## src/inc/psd_pkg.sv

```systemverilog
// Package for the pad state and strap detect block.
// Assumes a single 40 MHz core clock; all pins sampled synchronously.
package psd_pkg;

  // ==========================================================================
  // Timing
  localparam int CLK_MHZ        = 40;
  localparam int STRAP_SETTLE_US = 1;
  localparam int STRAP_CYCLES   = STRAP_SETTLE_US * CLK_MHZ;

  // ==========================================================================
  // Host transport, one-hot
  typedef enum logic [3:0] {
    PSD_TP_NONE = 4'h1,
    PSD_TP_UART = 4'h2,
    PSD_TP_SDIO = 4'h4,
    PSD_TP_SPI  = 4'h8
  } psd_tport_e;

  // Strap sequencer, one-hot
  typedef enum logic [2:0] {
    PSD_ST_SETTLE = 3'h1,
    PSD_ST_EEPROM = 3'h2,
    PSD_ST_RUN    = 3'h4
  } psd_strap_e;

  // Boundary-scan select tracking, one-hot
  typedef enum logic [2:0] {
    PSD_SC_WAIT_RISE = 3'h1,
    PSD_SC_WAIT_FALL = 3'h2,
    PSD_SC_DONE      = 3'h4
  } psd_scan_e;

  // Pull codes
  localparam logic [1:0] PULL_NONE = 2'h0;
  localparam logic [1:0] PULL_UP   = 2'h1;
  localparam logic [1:0] PULL_DOWN = 2'h2;

  // Per-pad control: output enable is active low
  typedef struct packed {
    logic       out_en_n;
    logic       out_val;
    logic [1:0] pull;
  } psd_pad_s;

  localparam psd_pad_s PAD_RESET = '{out_en_n: 1'b1, out_val: 1'b0,
                                     pull: PULL_DOWN};

endpackage

```

## src/rtl/psd_top.sv

```systemverilog
// Pad control, transport pin mux and strap detection for the host pins.
// Assumes the host pad inputs are synchronous to clk_sys; rst_b is the
// active-low power-on reset; shutdown comes from the separate shutdown_req input.
`timescale 1ns/100ps
module psd_top (
  input  wire logic        clk_sys,
  input  wire logic        rst_b,
  // Core-side controls
  input  wire logic        shutdown_req,
  input  wire logic        clock_share_sel,
  input  wire logic        clock_request,
  input  wire logic        req_pin_as_gp,
  input  wire logic        gp0_out,
  input  wire logic        pcm_master,
  input  wire logic        pcm_sync_out,
  input  wire logic        pcm_clk_out,
  input  wire logic        first_byte_seen,
  input  wire logic [1:0]  detected_transport,
  input  wire logic        host_tx_val,
  input  wire logic        host_irq_val,
  input  wire logic        eeprom_done,
  input  wire logic        eeprom_scl_val,
  input  wire logic        eeprom_sda_val,
  input  wire logic        scan_tdo_val,
  // Pad inputs
  input  wire logic        scan_tck_in,
  input  wire logic        scan_tdo_in,
  input  wire logic        eeprom_clock_strap_in,
  input  wire logic        host_rx_cmd_in,
  input  wire logic        host_clear_select_in,
  input  wire logic        host_card_clock_in,
  // Pad controls
  output psd_pkg::psd_pad_s host_rx_cmd_pad,
  output psd_pkg::psd_pad_s host_tx_data_pad,
  output psd_pkg::psd_pad_s host_request_irq_pad,
  output psd_pkg::psd_pad_s host_clear_select_pad,
  output psd_pkg::psd_pad_s host_card_clock_pad,
  output psd_pkg::psd_pad_s pcm_frame_sync_pad,
  output psd_pkg::psd_pad_s pcm_bit_clock_pad,
  output psd_pkg::psd_pad_s eeprom_clock_strap_pad,
  output psd_pkg::psd_pad_s eeprom_data_pad,
  output psd_pkg::psd_pad_s clock_request_output_pad,
  output psd_pkg::psd_pad_s clock_request_input_pad,
  output psd_pkg::psd_pad_s scan_tdo_pad,
  output psd_pkg::psd_pad_s gp_pin_sixteen_pad,
  output psd_pkg::psd_pad_s debug_uart_out_pad,
  // Status
  output logic             boundary_scan_mode,
  output logic             eeprom_fetch_active,
  output logic [3:0]       transport_state,
  output logic             host_rx_cmd_core,
  output logic             host_clear_select_core,
  output logic             host_card_clock_core
);

  // ==========================================================================
  // Reset release
  logic rst_meta_reg;
  logic rst_sync_reg;

  always_ff @(posedge clk_sys or negedge rst_b) begin
    if (!rst_b) begin
      rst_meta_reg <= 1'b0;
      rst_sync_reg <= 1'b0;
    end else begin
      rst_meta_reg <= 1'b1;
      rst_sync_reg <= rst_meta_reg;
    end
  end

  // ==========================================================================
  // Input synchronisers for test clock, scan-out and strap
  logic [2:0] sync1_reg;
  logic [2:0] sync2_reg;
  logic       tck_prev_reg;

  always_ff @(posedge clk_sys or negedge rst_sync_reg) begin
    if (!rst_sync_reg) begin
      sync1_reg    <= 3'h0;
      sync2_reg    <= 3'h0;
      tck_prev_reg <= 1'b0;
    end else begin
      sync1_reg    <= {scan_tck_in, scan_tdo_in, eeprom_clock_strap_in};
      sync2_reg    <= sync1_reg;
      tck_prev_reg <= sync2_reg[2];
    end
  end

  logic tck_rise;
  logic tck_fall;
  assign tck_rise = sync2_reg[2] & ~tck_prev_reg;
  assign tck_fall = ~sync2_reg[2] & tck_prev_reg;

  // ==========================================================================
  // Boundary-scan select
  psd_pkg::psd_scan_e scan_reg;
  psd_pkg::psd_scan_e scan_next;
  logic               bscan_reg;
  logic               bscan_next;

  always_comb begin
    scan_next  = scan_reg;
    bscan_next = bscan_reg;
    unique case (scan_reg)
      psd_pkg::PSD_SC_WAIT_RISE: begin
        if (tck_rise) begin
          bscan_next = ~sync2_reg[1];
          scan_next  = psd_pkg::PSD_SC_WAIT_FALL;
        end
      end
      psd_pkg::PSD_SC_WAIT_FALL: begin
        if (tck_fall) begin
          scan_next = psd_pkg::PSD_SC_DONE;
        end
      end
      psd_pkg::PSD_SC_DONE: begin
        scan_next = psd_pkg::PSD_SC_DONE;
      end
      default: begin
        scan_next = psd_pkg::PSD_SC_WAIT_RISE;
      end
    endcase
  end

  always_ff @(posedge clk_sys or negedge rst_sync_reg) begin
    if (!rst_sync_reg) begin
      scan_reg  <= psd_pkg::PSD_SC_WAIT_RISE;
      bscan_reg <= 1'b0;
    end else begin
      scan_reg  <= scan_next;
      bscan_reg <= bscan_next;
    end
  end

  // ==========================================================================
  // Power-up strap and EEPROM fetch window
  // The strap is only honoured after a settle count so a slow pulldown
  // on an open pin has time to win.
  localparam logic [7:0] SETTLE_LAST = 8'(psd_pkg::STRAP_CYCLES - 1);

  psd_pkg::psd_strap_e strap_reg;
  psd_pkg::psd_strap_e strap_next;
  logic [7:0]          settle_reg;
  logic [7:0]          settle_next;

  always_comb begin
    strap_next  = strap_reg;
    settle_next = settle_reg;
    unique case (strap_reg)
      psd_pkg::PSD_ST_SETTLE: begin
        if (settle_reg == SETTLE_LAST) begin
          if (sync2_reg[0]) begin
            strap_next = psd_pkg::PSD_ST_EEPROM;
          end else begin
            strap_next = psd_pkg::PSD_ST_RUN;
          end
        end else begin
          settle_next = settle_reg + 8'h01;
        end
      end
      psd_pkg::PSD_ST_EEPROM: begin
        if (eeprom_done) begin
          strap_next = psd_pkg::PSD_ST_RUN;
        end
      end
      psd_pkg::PSD_ST_RUN: begin
        strap_next = psd_pkg::PSD_ST_RUN;
      end
      default: begin
        strap_next = psd_pkg::PSD_ST_SETTLE;
      end
    endcase
  end

  always_ff @(posedge clk_sys or negedge rst_sync_reg) begin
    if (!rst_sync_reg) begin
      strap_reg  <= psd_pkg::PSD_ST_SETTLE;
      settle_reg <= 8'h00;
    end else begin
      strap_reg  <= strap_next;
      settle_reg <= settle_next;
    end
  end

  // ==========================================================================
  // Transport detection, latched on the first received byte
  psd_pkg::psd_tport_e tport_reg;
  psd_pkg::psd_tport_e tport_next;

  always_comb begin
    tport_next = tport_reg;
    if (tport_reg == psd_pkg::PSD_TP_NONE && first_byte_seen) begin
      unique case (detected_transport)
        2'h1:    tport_next = psd_pkg::PSD_TP_SDIO;
        2'h2:    tport_next = psd_pkg::PSD_TP_SPI;
        default: tport_next = psd_pkg::PSD_TP_UART;
      endcase
    end
  end

  always_ff @(posedge clk_sys or negedge rst_sync_reg) begin
    if (!rst_sync_reg) begin
      tport_reg <= psd_pkg::PSD_TP_NONE;
    end else begin
      tport_reg <= tport_next;
    end
  end

  // ==========================================================================
  // Pad state computation
  psd_pkg::psd_pad_s [13:0] pad_next;
  psd_pkg::psd_pad_s [13:0] pad_reg;
  logic [2:0]               core_next;
  logic [2:0]               core_reg;

  localparam psd_pkg::psd_pad_s Z_UP   = '{1'b1, 1'b0, psd_pkg::PULL_UP};
  localparam psd_pkg::psd_pad_s Z_DOWN = '{1'b1, 1'b0, psd_pkg::PULL_DOWN};
  localparam psd_pkg::psd_pad_s Z_NONE = '{1'b1, 1'b0, psd_pkg::PULL_NONE};

  logic       card_bus;
  logic [1:0] host_pull;
  logic       in_shut;
  logic       fetching;

  always_comb begin
    card_bus = (tport_reg == psd_pkg::PSD_TP_SDIO) ||
               (tport_reg == psd_pkg::PSD_TP_SPI);
    in_shut  = shutdown_req;
    fetching = (strap_reg == psd_pkg::PSD_ST_EEPROM);
    // Pulls stay on until the transport is known; SDIO keeps them
    if (tport_reg == psd_pkg::PSD_TP_NONE ||
        tport_reg == psd_pkg::PSD_TP_SDIO) begin
      host_pull = psd_pkg::PULL_UP;
    end else begin
      host_pull = psd_pkg::PULL_NONE;
    end

    // Host pins: rx/cmd, tx/data, request/irq, clear/select
    pad_next[0] = '{1'b1, 1'b0, host_pull};
    pad_next[1] = '{(tport_reg == psd_pkg::PSD_TP_NONE), host_tx_val,
                    host_pull};
    pad_next[2] = '{(tport_reg == psd_pkg::PSD_TP_NONE), host_irq_val,
                    host_pull};
    pad_next[3] = '{1'b1, 1'b0, host_pull};
    // Card clock pin: input for SDIO/SPI, otherwise a quiet gp pin
    pad_next[4] = card_bus ? Z_NONE : Z_DOWN;
    // PCM pins
    pad_next[5] = '{~pcm_master, pcm_sync_out, psd_pkg::PULL_DOWN};
    pad_next[6] = '{~pcm_master, pcm_clk_out, psd_pkg::PULL_DOWN};
    // EEPROM strap and data
    if (fetching) begin
      pad_next[7] = '{1'b0, eeprom_scl_val, psd_pkg::PULL_NONE};
      pad_next[8] = '{1'b0, eeprom_sda_val, psd_pkg::PULL_UP};
    end else begin
      pad_next[7] = Z_DOWN;
      pad_next[8] = Z_UP;
    end
    // Clock request pins
    if (!clock_share_sel) begin
      pad_next[9]  = Z_NONE;
      pad_next[10] = Z_NONE;
    end else begin
      pad_next[9]  = '{1'b0, req_pin_as_gp ? gp0_out : clock_request,
                       psd_pkg::PULL_DOWN};
      pad_next[10] = Z_DOWN;
    end
    // Scan-out: input with pulldown until the first falling test edge, and after it too unless scan mode was selected
    if (scan_reg == psd_pkg::PSD_SC_DONE && bscan_reg) begin
      pad_next[11] = '{1'b0, scan_tdo_val, psd_pkg::PULL_DOWN};
    end else begin
      pad_next[11] = Z_DOWN;
    end
    pad_next[12] = Z_UP;
    pad_next[13] = '{1'b0, 1'b1, psd_pkg::PULL_UP};

    if (in_shut) begin
      pad_next[0]  = Z_UP;
      pad_next[1]  = Z_UP;
      pad_next[2]  = Z_UP;
      pad_next[3]  = Z_UP;
      pad_next[4]  = Z_DOWN;
      pad_next[5]  = Z_DOWN;
      pad_next[6]  = Z_DOWN;
      pad_next[7]  = Z_DOWN;
      pad_next[8]  = Z_UP;
      pad_next[11] = Z_DOWN;
      pad_next[12] = Z_UP;
      pad_next[13] = Z_UP;
      if (clock_share_sel) begin
        pad_next[9].pull = psd_pkg::PULL_NONE;
        pad_next[10]     = Z_DOWN;
      end
    end

    core_next = {host_rx_cmd_in, host_clear_select_in,
                 card_bus & host_card_clock_in};
  end

  always_ff @(posedge clk_sys or negedge rst_sync_reg) begin
    if (!rst_sync_reg) begin
      pad_reg  <= {14{psd_pkg::PAD_RESET}};
      core_reg <= 3'h0;
    end else begin
      pad_reg  <= pad_next;
      core_reg <= core_next;
    end
  end

  // ==========================================================================
  // Outputs
  assign host_rx_cmd_pad          = pad_reg[0];
  assign host_tx_data_pad         = pad_reg[1];
  assign host_request_irq_pad     = pad_reg[2];
  assign host_clear_select_pad    = pad_reg[3];
  assign host_card_clock_pad      = pad_reg[4];
  assign pcm_frame_sync_pad       = pad_reg[5];
  assign pcm_bit_clock_pad        = pad_reg[6];
  assign eeprom_clock_strap_pad   = pad_reg[7];
  assign eeprom_data_pad          = pad_reg[8];
  assign clock_request_output_pad = pad_reg[9];
  assign clock_request_input_pad  = pad_reg[10];
  assign scan_tdo_pad             = pad_reg[11];
  assign gp_pin_sixteen_pad       = pad_reg[12];
  assign debug_uart_out_pad       = pad_reg[13];
  assign boundary_scan_mode       = bscan_reg;
  assign eeprom_fetch_active      = (strap_reg == psd_pkg::PSD_ST_EEPROM);
  assign transport_state          = tport_reg;
  assign host_rx_cmd_core         = core_reg[2];
  assign host_clear_select_core   = core_reg[1];
  assign host_card_clock_core     = core_reg[0];

endmodule

```

## config.mk

```make
export PLATFORM = sky130hd
export DESIGN_NAME = psd_top
export DESIGN_NICKNAME = d
export VERILOG_FILES = /design/src/inc/psd_pkg.sv /design/src/rtl/psd_top.sv
export SDC_FILE = /design/constraint.sdc
export NUM_CORES = 1
export LEC_CHECK = 0
export ABC_AREA = 1
export BUFFER_PORTS_ARGS = -buffer_cell sky130_fd_sc_hd__buf_2
export CAP_MARGIN = 10
export CELL_PAD_IN_SITES_DETAIL_PLACEMENT = 1
export CELL_PAD_IN_SITES_GLOBAL_PLACEMENT = 2
export CORE_MARGIN = 2
export CORE_UTILIZATION = 28
export CTS_CLUSTER_DIAMETER = 150
export DETAILED_ROUTE_END_ITERATION = 10
export PLACE_DENSITY = 0.78
export REMOVE_ABC_BUFFERS = 1
export SYNTH_ARGS = -nofsm -noshare
export SYNTH_HDL_FRONTEND = slang
export SYNTH_SLANG_ARGS = --single-unit
```

## constraint.sdc

```tcl
create_clock -name clk_sys -period 2.1 [get_ports clk_sys]
set_clock_uncertainty 0.05 [all_clocks]
set_input_delay 0.105 -clock clk_sys [delete_from_list [all_inputs] [get_ports clk_sys]]
set_output_delay 0.105 -clock clk_sys [all_outputs]
set_load 0.02 [all_outputs]
```

-- Yosys cells after proc, flatten, opt, wreduce, memory -nomap -nowiden
Cells that the tools add are included.
- bitwise operators: 8
- $lt $le $gt $ge: 0
- reduce and logical (&&, ||, !) cells: 8
- multiplexer cells: 18
- shift-type cells: 0
- $add $sub $neg: 1
- multipliers: 0
- equality and inequality tests: 16
- divide/modulo/power cells: 0
- operators by type and width (kind ; count):
    38-bit two-way mux ; 1
    3-bit one-hot mux with 3 select lines ; 2
    16-bit two-way mux ; 1
    3-bit two-way mux ; 5
    8-bit by 1-bit adder with 8-bit output, second input constant ; 1
    8-bit by 6-bit == test with 1-bit output, second input constant ; 1
    4-bit two-way mux ; 2
    8-bit two-way mux ; 1
    2-bit != test, second input constant ; 4
    4-bit one-hot mux with 2 select lines ; 1
    2-bit AND reduction ; 4
    3-bit by 1-bit == test with 1-bit output, second input constant ; 2
    3-bit by 2-bit == test with 1-bit output, second input constant ; 2
    3-bit == test, second input constant ; 2
    6-bit two-way mux ; 1
    1-bit inverter ; 5
    4-bit by 1-bit == test with 1-bit output, second input constant ; 1
    4-bit by 3-bit == test with 1-bit output, second input constant ; 1
    4-bit == test, second input constant ; 1
    2-bit two-way mux ; 2
    1-bit AND ; 3
    2-bit by 1-bit == test with 1-bit output, second input constant ; 1
    2-bit == test, second input constant ; 1
    1-bit logical AND ; 2
    other kinds (2) ; 4
- register bits: 87
- RAM bits: 0
- ROM bits: 0
- output and inout bits: 65
- memories: 0
- latch bits: 0

-- Longest topological paths before layout
Gate-level depths: netlist (run 1).
- depth after elaboration: 4
- mapped depth: 8
- depth with buffers taken out: 8

-- Worst setup path before layout (run 1)
No wires, ideal clock.
- path type: register to register
- start point: register settle_reg[0]
- end point: register settle_reg[4]
- data arrival time: 1.121 ns
- setup time: 0.065 ns
- cell stages (with the launch flop): 9
- path slack: 0.864 ns
- buffers on the path: 0
- period minus slack after synthesis: 1.236 ns
- cell sequence: dfrtp_1 ha_1 nand2_2 inv_2 nand2_1 nor2_2 nor2_4 nand2_1 nand2_1
- longest elaborated chain between the ends: 3
- elaborated cells between the ends (all ways): 4
- those cells by class: add/sub (1); eq/ne (1); bitwise (1); reduce/logical (1)
- ends and longest elaborated chain (what ; RTL line ; text):
    start: declaration ; psd_top.sv:143 ; logic [7:0] settle_reg;
    start signal: assignment ; psd_top.sv:181 ; settle_reg <= settle_next;
    branches (longest 3 deep; another with 8-bit by 1-bit adder with 8-bit output) ; - ;
Several ways; the timed one is not identified.
A chain may end at the register's enable or synchronous reset.

-- Final worst setup path (run 1)
- start point: register strap_reg[0]
- end point: output port eeprom_fetch_active
- longest elaborated chain between the ends: 1
- ends and longest elaborated chain (what ; RTL line ; text):
    start: declaration ; psd_top.sv:141 ; psd_pkg::psd_strap_e strap_reg;
    start signal: assignment ; psd_top.sv:177 ; strap_reg <= psd_pkg::PSD_ST_SETTLE;
    start signal: assignment ; psd_top.sv:180 ; strap_reg <= strap_next;
    3-bit by 2-bit == test with 1-bit output ; psd_top.sv:326 ; assign eeprom_fetch_active = (strap_reg == psd_pkg::PSD_ST_EEPROM);
    end: declaration ; psd_top.sv:49 ; output logic eeprom_fetch_active,
Every way passes these cells.

==> flow_metrics.tcl, run 1 <==
set metrics [dict create \
    status "finished clean" \
    cts.path.max_buffers 2 \
    p_int_uw 1580 \
    die_y_um 94.0 \
    ant_nets 0 \
    ctsResizeCount 0 \
    viasPerCell 3.96 \
    comb_power_share_pct 17.5 \
    tightestPinTransition_ns 0.519 \
    period_share_pct 66.9 \
    vdd_drop_max_v 0.000295 \
    critPathMaxFanout 3 \
    grt_pass1_vias 1775 \
    maxCapViolations 0 \
    track_usage_pct 11.5 \
    drcViolationCount 0 \
    placementRows 32 \
    required_ns 1.95 \
    largest_reg_flops 8 \
    start_util_pct 29.2 \
    p_seq_share_pct 50.7 \
    wl_per_cell_um 11.4 \
    p_sw_share_pct 29.0 \
    routabilityCongestion 0.704 \
    yosys_warnings 0 \
    core-area_um2 7770 \
    antenna_found_initial 0 \
    synth.avg_cell_area_um2 9.52 \
    io_buffers 69 \
    dpl_cell_area_um2 2580 \
    power_uw 2230 \
    drv_slew 0 \
    fmaxAchievable_mhz 712 \
    grt_overflow_total 0 \
    pwr-share-clk_pct 31.7 \
    grt_pass1_wl_mm 8.07 \
    area_growth_pct 27.2 \
    crit_start "strap_reg[0]$_DFFE_PN1P_" \
    drive_gt1_share_pct 32.4 \
    min_path_type "primary input to flip-flop" \
    setup_viol 0 \
    worstRegToRegCells 8 \
    p_leak_uw 0.00158 \
    die_area_um2 8830 \
    seq_area_frac_synth_pct 58.1 \
    grt_max_degree 30 \
    synth_area_leaders "dfrtp_1 43%, dfstp_2 15%, buf_4 12%" \
    dr.pass1.iters 4 \
    path_clk_slew_ns 0.10 \
    yosysTopAreaCellShare_pct 43.1 \
    post-cts-setup-buffer-count 0 \
    fp.dieW_um 94.0 \
    cts_buffers 5 \
    fin_crit_ns 1.41 \
    fin_area_um2 2880 \
    rsz0062_at_grt "false" \
    yosysUniqueCellTypes 24 \
    critPathLaunchType "flip-flop" \
    drtIter0Drc 60 \
    relSlewSlack_pct 65.4 \
    dp_hpwl_mm 3.51 \
    antenna-diode-count 0 \
    hold_ws_ns 0.0475 \
    r2r-end "settle_reg[1]$_DFFE_PN0P_" \
    cts_sinks 52 \
    cp-endpoint "eeprom_fetch_active" \
    synth_cells 238 \
    final_nets 348 \
    synth_area_um2 2270 \
    cts_tree "built" \
    cp-end-kind "primary output" \
    setup_tns_ns 0 \
    power.switching_uw 645 \
    hold_viol_final 0 \
    wirelength_mm 4.82 \
    reg2reg_slack_ns 0.73 \
    power.density_nw_per_um2 773 \
    dr_total_vias 1675 \
    worstPathArrival_ns 1.25 \
    cts.htree.levels 2 \
    synth_seq_cells 52 \
    clockRootBuffer "clkbuf_8" \
    crit_type "flip-flop to primary output" \
    ios 90 \
    yosysTopAreaCell "dfrtp_1" \
    r2r_start "settle_reg[0]$_DFFE_PN0P_" \
    clkLatencyLatePin_ns 0.30 \
]
worst min path at each step:
stage / from / endpoint / cells after the start
CTS: rst_b / rst_sync_reg$_DFF_PN0_ / 2
global route: eeprom_done / strap_reg[1]$_DFFE_PN0P_ / 3
floorplan: rst_b / rst_meta_reg$_DFF_PN0_ / 0
finish: eeprom_done / strap_reg[1]$_DFFE_PN0P_ / 3
detailed placement: rst_b / rst_meta_reg$_DFF_PN0_ / 1
global placement: rst_b / rst_meta_reg$_DFF_PN0_ / 1
kinds of logic after synthesis:
kind of cell / count (synthesis) / synth area share, %
XOR/XNOR: 3 / 1.16
AO/OA/AOI/OAI: 8 / 1.88
other: 2 / 0.331
flip-flops: 52 / 58.1
buffers and inverters: 67 / 16.9
adder cells (fa/ha/maj): 3 / 1.66
AND/OR/NAND/NOR: 103 / 19.9
layout by cell type, fill, tap and decap left out:
master / count
xor2_1: 3
nand2_4: 1
conb_1: 23
nor3_1: 1
nand3_1: 10
dfrtp_1: 38
bufinv_16: 1
clkinv_2: 1
nor2_4: 1
inv_8: 1
nor2_1: 22
nand2_2: 4
nor2_2: 3
inv_2: 2
ha_1: 3
o21ai_1: 1
a21oi_1: 1
inv_1: 30
and2_1: 1
a21boi_0: 1
clkbuf_8: 5
o21ai_0: 5
dlygate4sd3_1: 19
buf_12: 1
dfstp_2: 13
buf_2: 69
nand2_1: 55
or2_1: 1
dfrtp_2: 1
nand3_2: 1
nand4_1: 3
timing repair:
action,4_1_cts,5_1_grt
endpoints found under the hold margin,21,0
endpoints found under the setup margin,0,0
hold buffers,19,0
per-layer routing:
metal	global-route usage [%]	up-vias	wire (um)
li1	-	819	-
met1	13.8	804	1950
met2	20.1	50	2570
met3	3.13	2	263
met4	3.26	0	31
met5	0	-	0
cell type report:
cell class,count,area [um2]
fillers,952,4890
flip-flops and latches,52,1320
multi-input cells,140,644
repair buffers,89,556
well taps,102,128
inverters,32,120
clock buffers,5,68.8
clock inverters,3,46.3
worst max-delay path, cell delays in order (launching register included):
cell and delay, ns:
dfstp_2 0.55, inv_1 0.05, nand3_1 0.10, inv_1 0.08, buf_2 0.16
synth_stat cells (all sizes together):
master and count:
nand3 11, conb 2, o21ai 6, or2 1, a21oi 1, a21boi 1, nand2 60, xor2 3
inv 32, nor2 26, nand4 3, dfrtp 39, and2 1, dfstp 13, ha 3, nor3 1
buf 35
stage by stage:
step	setup slack [ns]	util [%]	cells
2_1_floorplan	0.518	-	224
3_3_place_gp	0.745	33.2	396
3_5_place_dp	0.699	33.2	396
4_1_cts	0.671	37.1	423
5_1_grt	0.546	37.1	423
6_report	0.695	37.1	423
power groups by stage:
stage | clock network, uW | registers, uW | logic, uW
6_report | 707 | 1130 | 390
5_1_grt | 768 | 1140 | 435
4_1_cts | 736 | 1130 | 394
3_5_place_dp | 0 | 1150 | 366
3_3_place_gp | 0 | 1150 | 357
2_1_floorplan | 0 | 1210 | 180
No activity file was read; power rests on OpenSTA's default activity.
==> inputs of run 2 (changes only) <==
ABC_AREA = 0   (was 1)
CORE_UTILIZATION = 29   (was 28)
PLACE_DENSITY = 0.77   (was 0.78)
clock period = 1.45 ns   (was 2.1 ns; I/O delays follow)
==> run 2 against run 1 <==
  * The run now ends with negative setup slack left
  * Routed wire length decreased by 6.8%
  * Combinational power increased by 110%
  * Sequential share of layout area decreased by 0.84 points
  * Die area decreased by 8.4%
  * Sequential cell count unchanged
  * Synthesized cell count decreased by 26%
  * Cell area increased by 1.9%
  * Clock-buffer cell count increased by 1
  * Global-route usage increased by 0.23 points
==> flow_metrics.tcl, run 2 <==
set metrics [dict create \
    status "complete, but fails checks" \
    violations "negative setup slack" \
    vdd_drop_max_v 0.000424 \
    antenna_found_initial 0 \
    antenna-diode-count 0 \
    wirelength_mm 4.49 \
    fmaxAchievable_mhz 616 \
    worstPathArrival_ns 1.77 \
    synth_most_common_cell "dfrtp_1" \
    synth_area_um2 2140 \
    fillers 832 \
    core-area_um2 7210 \
    path_clk_slew_ns 0.10 \
    r2r-end "settle_reg[1]$_DFFE_PN0P_" \
    comb_power_share_pct 25.0 \
    required_ns 1.60 \
    die_y_um 89.9 \
    fin_area_um2 2940 \
    p_sw_share_pct 29.8 \
    fp.dieW_um 89.9 \
    cp-end-kind "flip-flop" \
    drtIter0Drc 12 \
    track_usage_pct 11.7 \
    muxShareOfSynthArea_pct 0.993 \
    cts_buffers 5 \
    placementRows 31 \
    crit_type "flip-flop to flip-flop" \
    pwr-share-clk_pct 26.0 \
    netlist_top_cells_count "39 x dfrtp_1, 35 x buf_4, 16 x nor2_1" \
    routabilityCongestion 0.822 \
    cp-endpoint "settle_reg[1]$_DFFE_PN0P_" \
    grt_pass1_vias 1655 \
    largest_reg_flops 8 \
    yosysTopAreaCell "dfrtp_1" \
    power.switching_uw 996 \
    fin_crit_ns 1.62 \
    clkLatencyLatePin_ns 0.31 \
    cts_tree "built" \
    setup_viol 7 \
    synth-compound-area-share_pct 4.09 \
    p_leak_uw 0.00149 \
    place_ws_ns -0.211 \
    power.density_nw_per_um2 1140 \
    mostFrequentLayoutCells "68 x buf_2, 38 x dfrtp_1, 23 x conb_1, 20 x dlygate4sd3_1, 18 x buf_4" \
    maxCapViolations 0 \
    grt_overflow_total 0 \
    synth_adder_area_share_pct 1.75 \
    synth_area_leaders "dfrtp_1 46%, dfstp_2 16%, buf_4 12%" \
    synth_top_family_by_area "simple AND/OR/NAND/NOR gates" \
    p_seq_share_pct 49.0 \
    yosysUniqueCellTypes 34 \
    reg2reg_slack_ns -0.17 \
    synth_cells 177 \
    power_uw 3350 \
    yosysTopAreaCellShare_pct 45.6 \
    worstRegToRegCells 5 \
    dr.pass1.iters 2 \
    dpl_cell_area_um2 2580 \
    setup_slack_ns -0.172 \
    rsz0062_at_grt "true" \
    dp_hpwl_mm 3.36 \
    drive_gt1_share_pct 44.8 \
    viasPerCell 4.00 \
    crit_start "settle_reg[0]$_DFFE_PN0P_" \
    seq_area_frac_synth_pct 61.5 \
    period_share_pct 112 \
    area_growth_pct 37.0 \
    hold_viol_final 0 \
    io_buffers 69 \
    dr_total_vias 1521 \
    die_area_um2 8090 \
    synth-xor-area-share_pct 3.27 \
    min_path_type "primary input to async pin" \
    cts.htree.levels 2 \
    synth_seq_cells 52 \
    clockRootBuffer "clkbuf_8" \
    ys.flop_type "dfrtp_1" \
    cts.path.max_buffers 2 \
    layout_commonest_cell "buf_2" \
    grt_max_degree 35 \
    start_util_pct 29.7 \
    synth_edf_count 0 \
    async_flop_share_pct 100 \
    critPathLaunchType "flip-flop" \
    synth-simple-area-share_pct 14.4 \
    p_int_uw 2350 \
    r2r_start "settle_reg[0]$_DFFE_PN0P_" \
    synth.avg_cell_area_um2 12.1 \
    drv_slew 0 \
    yosys_warnings 0 \
    wl_per_cell_um 11.8 \
    grt_pass1_wl_mm 7.65 \
    drcViolationCount 0 \
    cts_sinks 52 \
    critPathMaxFanout 2 \
    postLayoutCoreUtil_pct 40.7 \
    ant_nets 0 \
    ios 90 \
    final_nets 308 \
]
## run 2: worst min path at each step
stage | end | cells past startpoint | start | slack [ns]
after global routing | rst_sync_reg$_DFF_PN0_ | 2 | rst_b | 0.02
after detailed placement | rst_meta_reg$_DFF_PN0_ | 1 | rst_b | -0.19
final | rst_sync_reg$_DFF_PN0_ | 2 | rst_b | 0.02
after CTS | rst_sync_reg$_DFF_PN0_ | 2 | rst_b | 0.01
after floorplan | rst_meta_reg$_DFF_PN0_ | 0 | rst_b | -0.27
after global placement | rst_meta_reg$_DFF_PN0_ | 1 | rst_b | -0.19
## run 2: cells by family (layout without fill, tap and decap cells)
group                    after synthesis  after routing
AO/OA/AOI/OAI                         14             14
XOR/XNOR                               8              8
adder cells (fa/ha/maj)                3              3
buffers and inverters                 43            126
flip-flops                            52             52
multiplexers                           2              2
other                                  2             23
AND/OR/NAND/NOR                       53             53
## run 2: repair_timing
item	CTS	global route
setup buffers	1	0
setup endpoints to repair	9	11
pin swaps	5	3
hold buffers	20	0
resized for setup	10	6
endpoints found under the hold margin	22	0
## run 2: area by class of cell
| cell class | instances | area (um2) | share of cell area, % |
|---|---|---|---|
| clock buffers | 6 | 82.6 | 2.81 |
| repair buffers | 110 | 721 | 24.6 |
| clock inverters | 2 | 13.8 | 0.469 |
| well taps | 99 | 124 | 4.22 |
| inverters | 8 | 30.0 | 1.02 |
| multi-input cells | 103 | 646 | 22.0 |
| flip-flops and latches | 52 | 1320 | 44.9 |
## run 2: worst max-delay path, stage by stage (launching register included)
cell and delay (ns):
dfrtp_1 0.37, ha_2 0.18, nand4b_1 0.08, or4_4 0.44, nand2_2 0.09, mux2_4 0.30
## run 2: power by group through the flow
stage          clock (uW)  combinational [uW]  sequential, uW
2_1_floorplan           0                 292            1780
3_3_place_gp            0                 708            1660
4_1_cts               910                 796            1640
3_5_place_dp            0                 721            1670
5_1_grt               958                 922            1660
6_report              868                 837            1640
## run 2: stage by stage
stage                     std cells  TNS (ns)  hold WS [ns]
after floorplan                 163     -5.29        -0.273
after global placement          351    -0.431        -0.191
after detailed placement        351    -0.633        -0.189
after CTS                       380    -0.615        0.0143
after global routing            380     -1.29        0.0194
final                           380    -0.586        0.0171
## run 2: routing by layer
metal	GRT usage, %	vias to the layer above	wire [um]
met3	3.77	6	312
met2	21.5	58	2300
met4	3.08	0	46
met5	0	-	0
met1	13.1	737	1830
li1	-	720	-
==> inputs of run 3 (changes only) <==
HOLD_SLACK_MARGIN = 0.12   (was default)
==> run 3 against run 2 <==
  * The flow still finishes with violations (negative setup slack)
  * Register-to-register slack barely moved
  * Via count up 0.99%
  * Largest power group unchanged
  * Largest cell class unchanged
  * Routed wire length up 1.3%
  * Critical path type unchanged
  * Setup slack did not move
  * Clock-buffer cell count stayed put
==> flow_metrics.tcl, run 3 (synthesized netlist as in run 2, its figures left out) <==
set metrics [dict create \
    drive_gt1_share_pct 44.2 \
    reg2reg_slack_ns -0.17 \
    vdd_drop_max_v 0.000424 \
    place_ws_ns -0.211 \
    required_ns 1.60 \
    fillers 828 \
    ant_nets 0 \
    die_area_um2 8090 \
    cts_sinks 52 \
    mostFrequentLayoutCells "68 x buf_2, 38 x dfrtp_1, 24 x dlygate4sd3_1, 23 x conb_1, 18 x buf_4" \
    cts_tree "built" \
    maxCapViolations 0 \
    period_share_pct 112 \
    cp-end-kind "flip-flop" \
    grt_pass1_vias 1668 \
    multi_input_area_um2 646 \
    crit_start "settle_reg[0]$_DFFE_PN0P_" \
    wl_per_cell_um 11.8 \
    dp.cells 351 \
    p_leak_uw 0.00150 \
    start_util_pct 29.7 \
    placementRows 31 \
    ios 90 \
    largest_reg_flops 8 \
    layout_commonest_cell "buf_2" \
    fin_area_um2 2980 \
    fin_crit_ns 1.62 \
    cts.htree.levels 2 \
    clkLatencyLatePin_ns 0.31 \
    rsz0062_at_grt "true" \
    hold_viol_final 0 \
    dp_hpwl_mm 3.36 \
    power_uw 3350 \
    fp.dieW_um 89.9 \
    clockRootBuffer "clkbuf_8" \
    drcViolationCount 0 \
    grt_overflow_total 0 \
    antenna_found_initial 0 \
    hold_ws_ns 0.163 \
    die_y_um 89.9 \
    final_cells 384 \
    fmaxAchievable_mhz 616 \
    dr.pass1.iters 2 \
    core-area_um2 7210 \
    cts_buffers 5 \
    area_growth_pct 38.9 \
    track_usage_pct 11.8 \
    dr_total_vias 1536 \
    status "complete, but fails checks" \
    antenna-diode-count 0 \
    cts.path.max_buffers 2 \
    io_buffers 69 \
    crit_type "flip-flop to flip-flop" \
    critPathMaxFanout 2 \
    violations "negative setup slack" \
    power.density_nw_per_um2 1130 \
    setup_slack_ns -0.172 \
    final_nets 312 \
    routabilityCongestion 0.822 \
    drtIter0Drc 14 \
    drv_slew 0 \
    path_clk_slew_ns 0.10 \
    setup_viol 7 \
    viasPerCell 4.00 \
    worstPathArrival_ns 1.77 \
    r2r_start "settle_reg[0]$_DFFE_PN0P_" \
    critPathLaunchType "flip-flop" \
    grt_pass1_wl_mm 7.73 \
    wirelength_mm 4.55 \
    ff_latch_area_um2 1320 \
    min_path_type "flip-flop to async pin" \
    grt_max_degree 35 \
    dpl_cell_area_um2 2580 \
]
[run 3: cell count changes in the layout (fill, tap and decap cells not counted)]
| cell | before | now |
|---|---|---|
| dlygate4sd3_1 | 20 | 24 |
[run 3: worst paths after layout]
path,end,depth (start not counted)
setup / recovery,settle_reg[1]$_DFFE_PN0P_,5
hold reg to reg,transport_state[1]$_DFFE_PN0P_,1
min in group clk_sys,sync2_reg[0]$_DFF_PN0_,0
setup reg to reg,settle_reg[1]$_DFFE_PN0P_,5
hold / removal,transport_state[1]$_DFFE_PN0P_,1
max in group asynchronous,rst_sync_reg$_DFF_PN0_,3
[run 3: per-layer routing]
layer  global-route usage, %  part of all wire, %  up-vias
met3                    3.77                  6.8        6
met2                    21.8                   51       58
li1                        -                    -      728
met1                    13.2                   41      744
met5                       0                    0        -
met4                    3.08                  1.0        0
[run 3: power by group]
group          internal (uW)  switching (uW)  leakage [uW]
clock network            391             478     0.0000516
registers               1570            69.5      0.000616
logic                    395             451      0.000837
[run 3: critical path: stages, from the launching register on]
cell and delay [ns]:
dfrtp_1 0.37, ha_2 0.18, nand4b_1 0.08, or4_4 0.44, nand2_2 0.09, mux2_4 0.30
[run 3: cell type report]
cell class	count	area share, %
clock buffer	6	2.78
clock inverter	2	0.463
inverter	8	1.01
multi-input combinational	103	21.7
sequential	52	44.3
tap	99	4.16
timing repair buffer	114	25.6
[run 3: metrics by stage]
step / setup TNS [ns] / util [%]
5_1_grt: -1.29 / 41.2
3_3_place_gp: -0.431 / 35.7
6_report: -0.586 / 41.2
2_1_floorplan: -5.29 / -
3_5_place_dp: -0.633 / 35.7
4_1_cts: -0.615 / 40.9
[run 3: what timing repair did]
item / 4_1_cts / 5_1_grt
gates cloned: 0 / 0
hold buffers: 24 / 0
endpoints found under the hold margin: 30 / 0
resized for setup: 10 / 6
pin swaps: 5 / 3
setup endpoints to repair: 9 / 11
setup buffers: 1 / 0
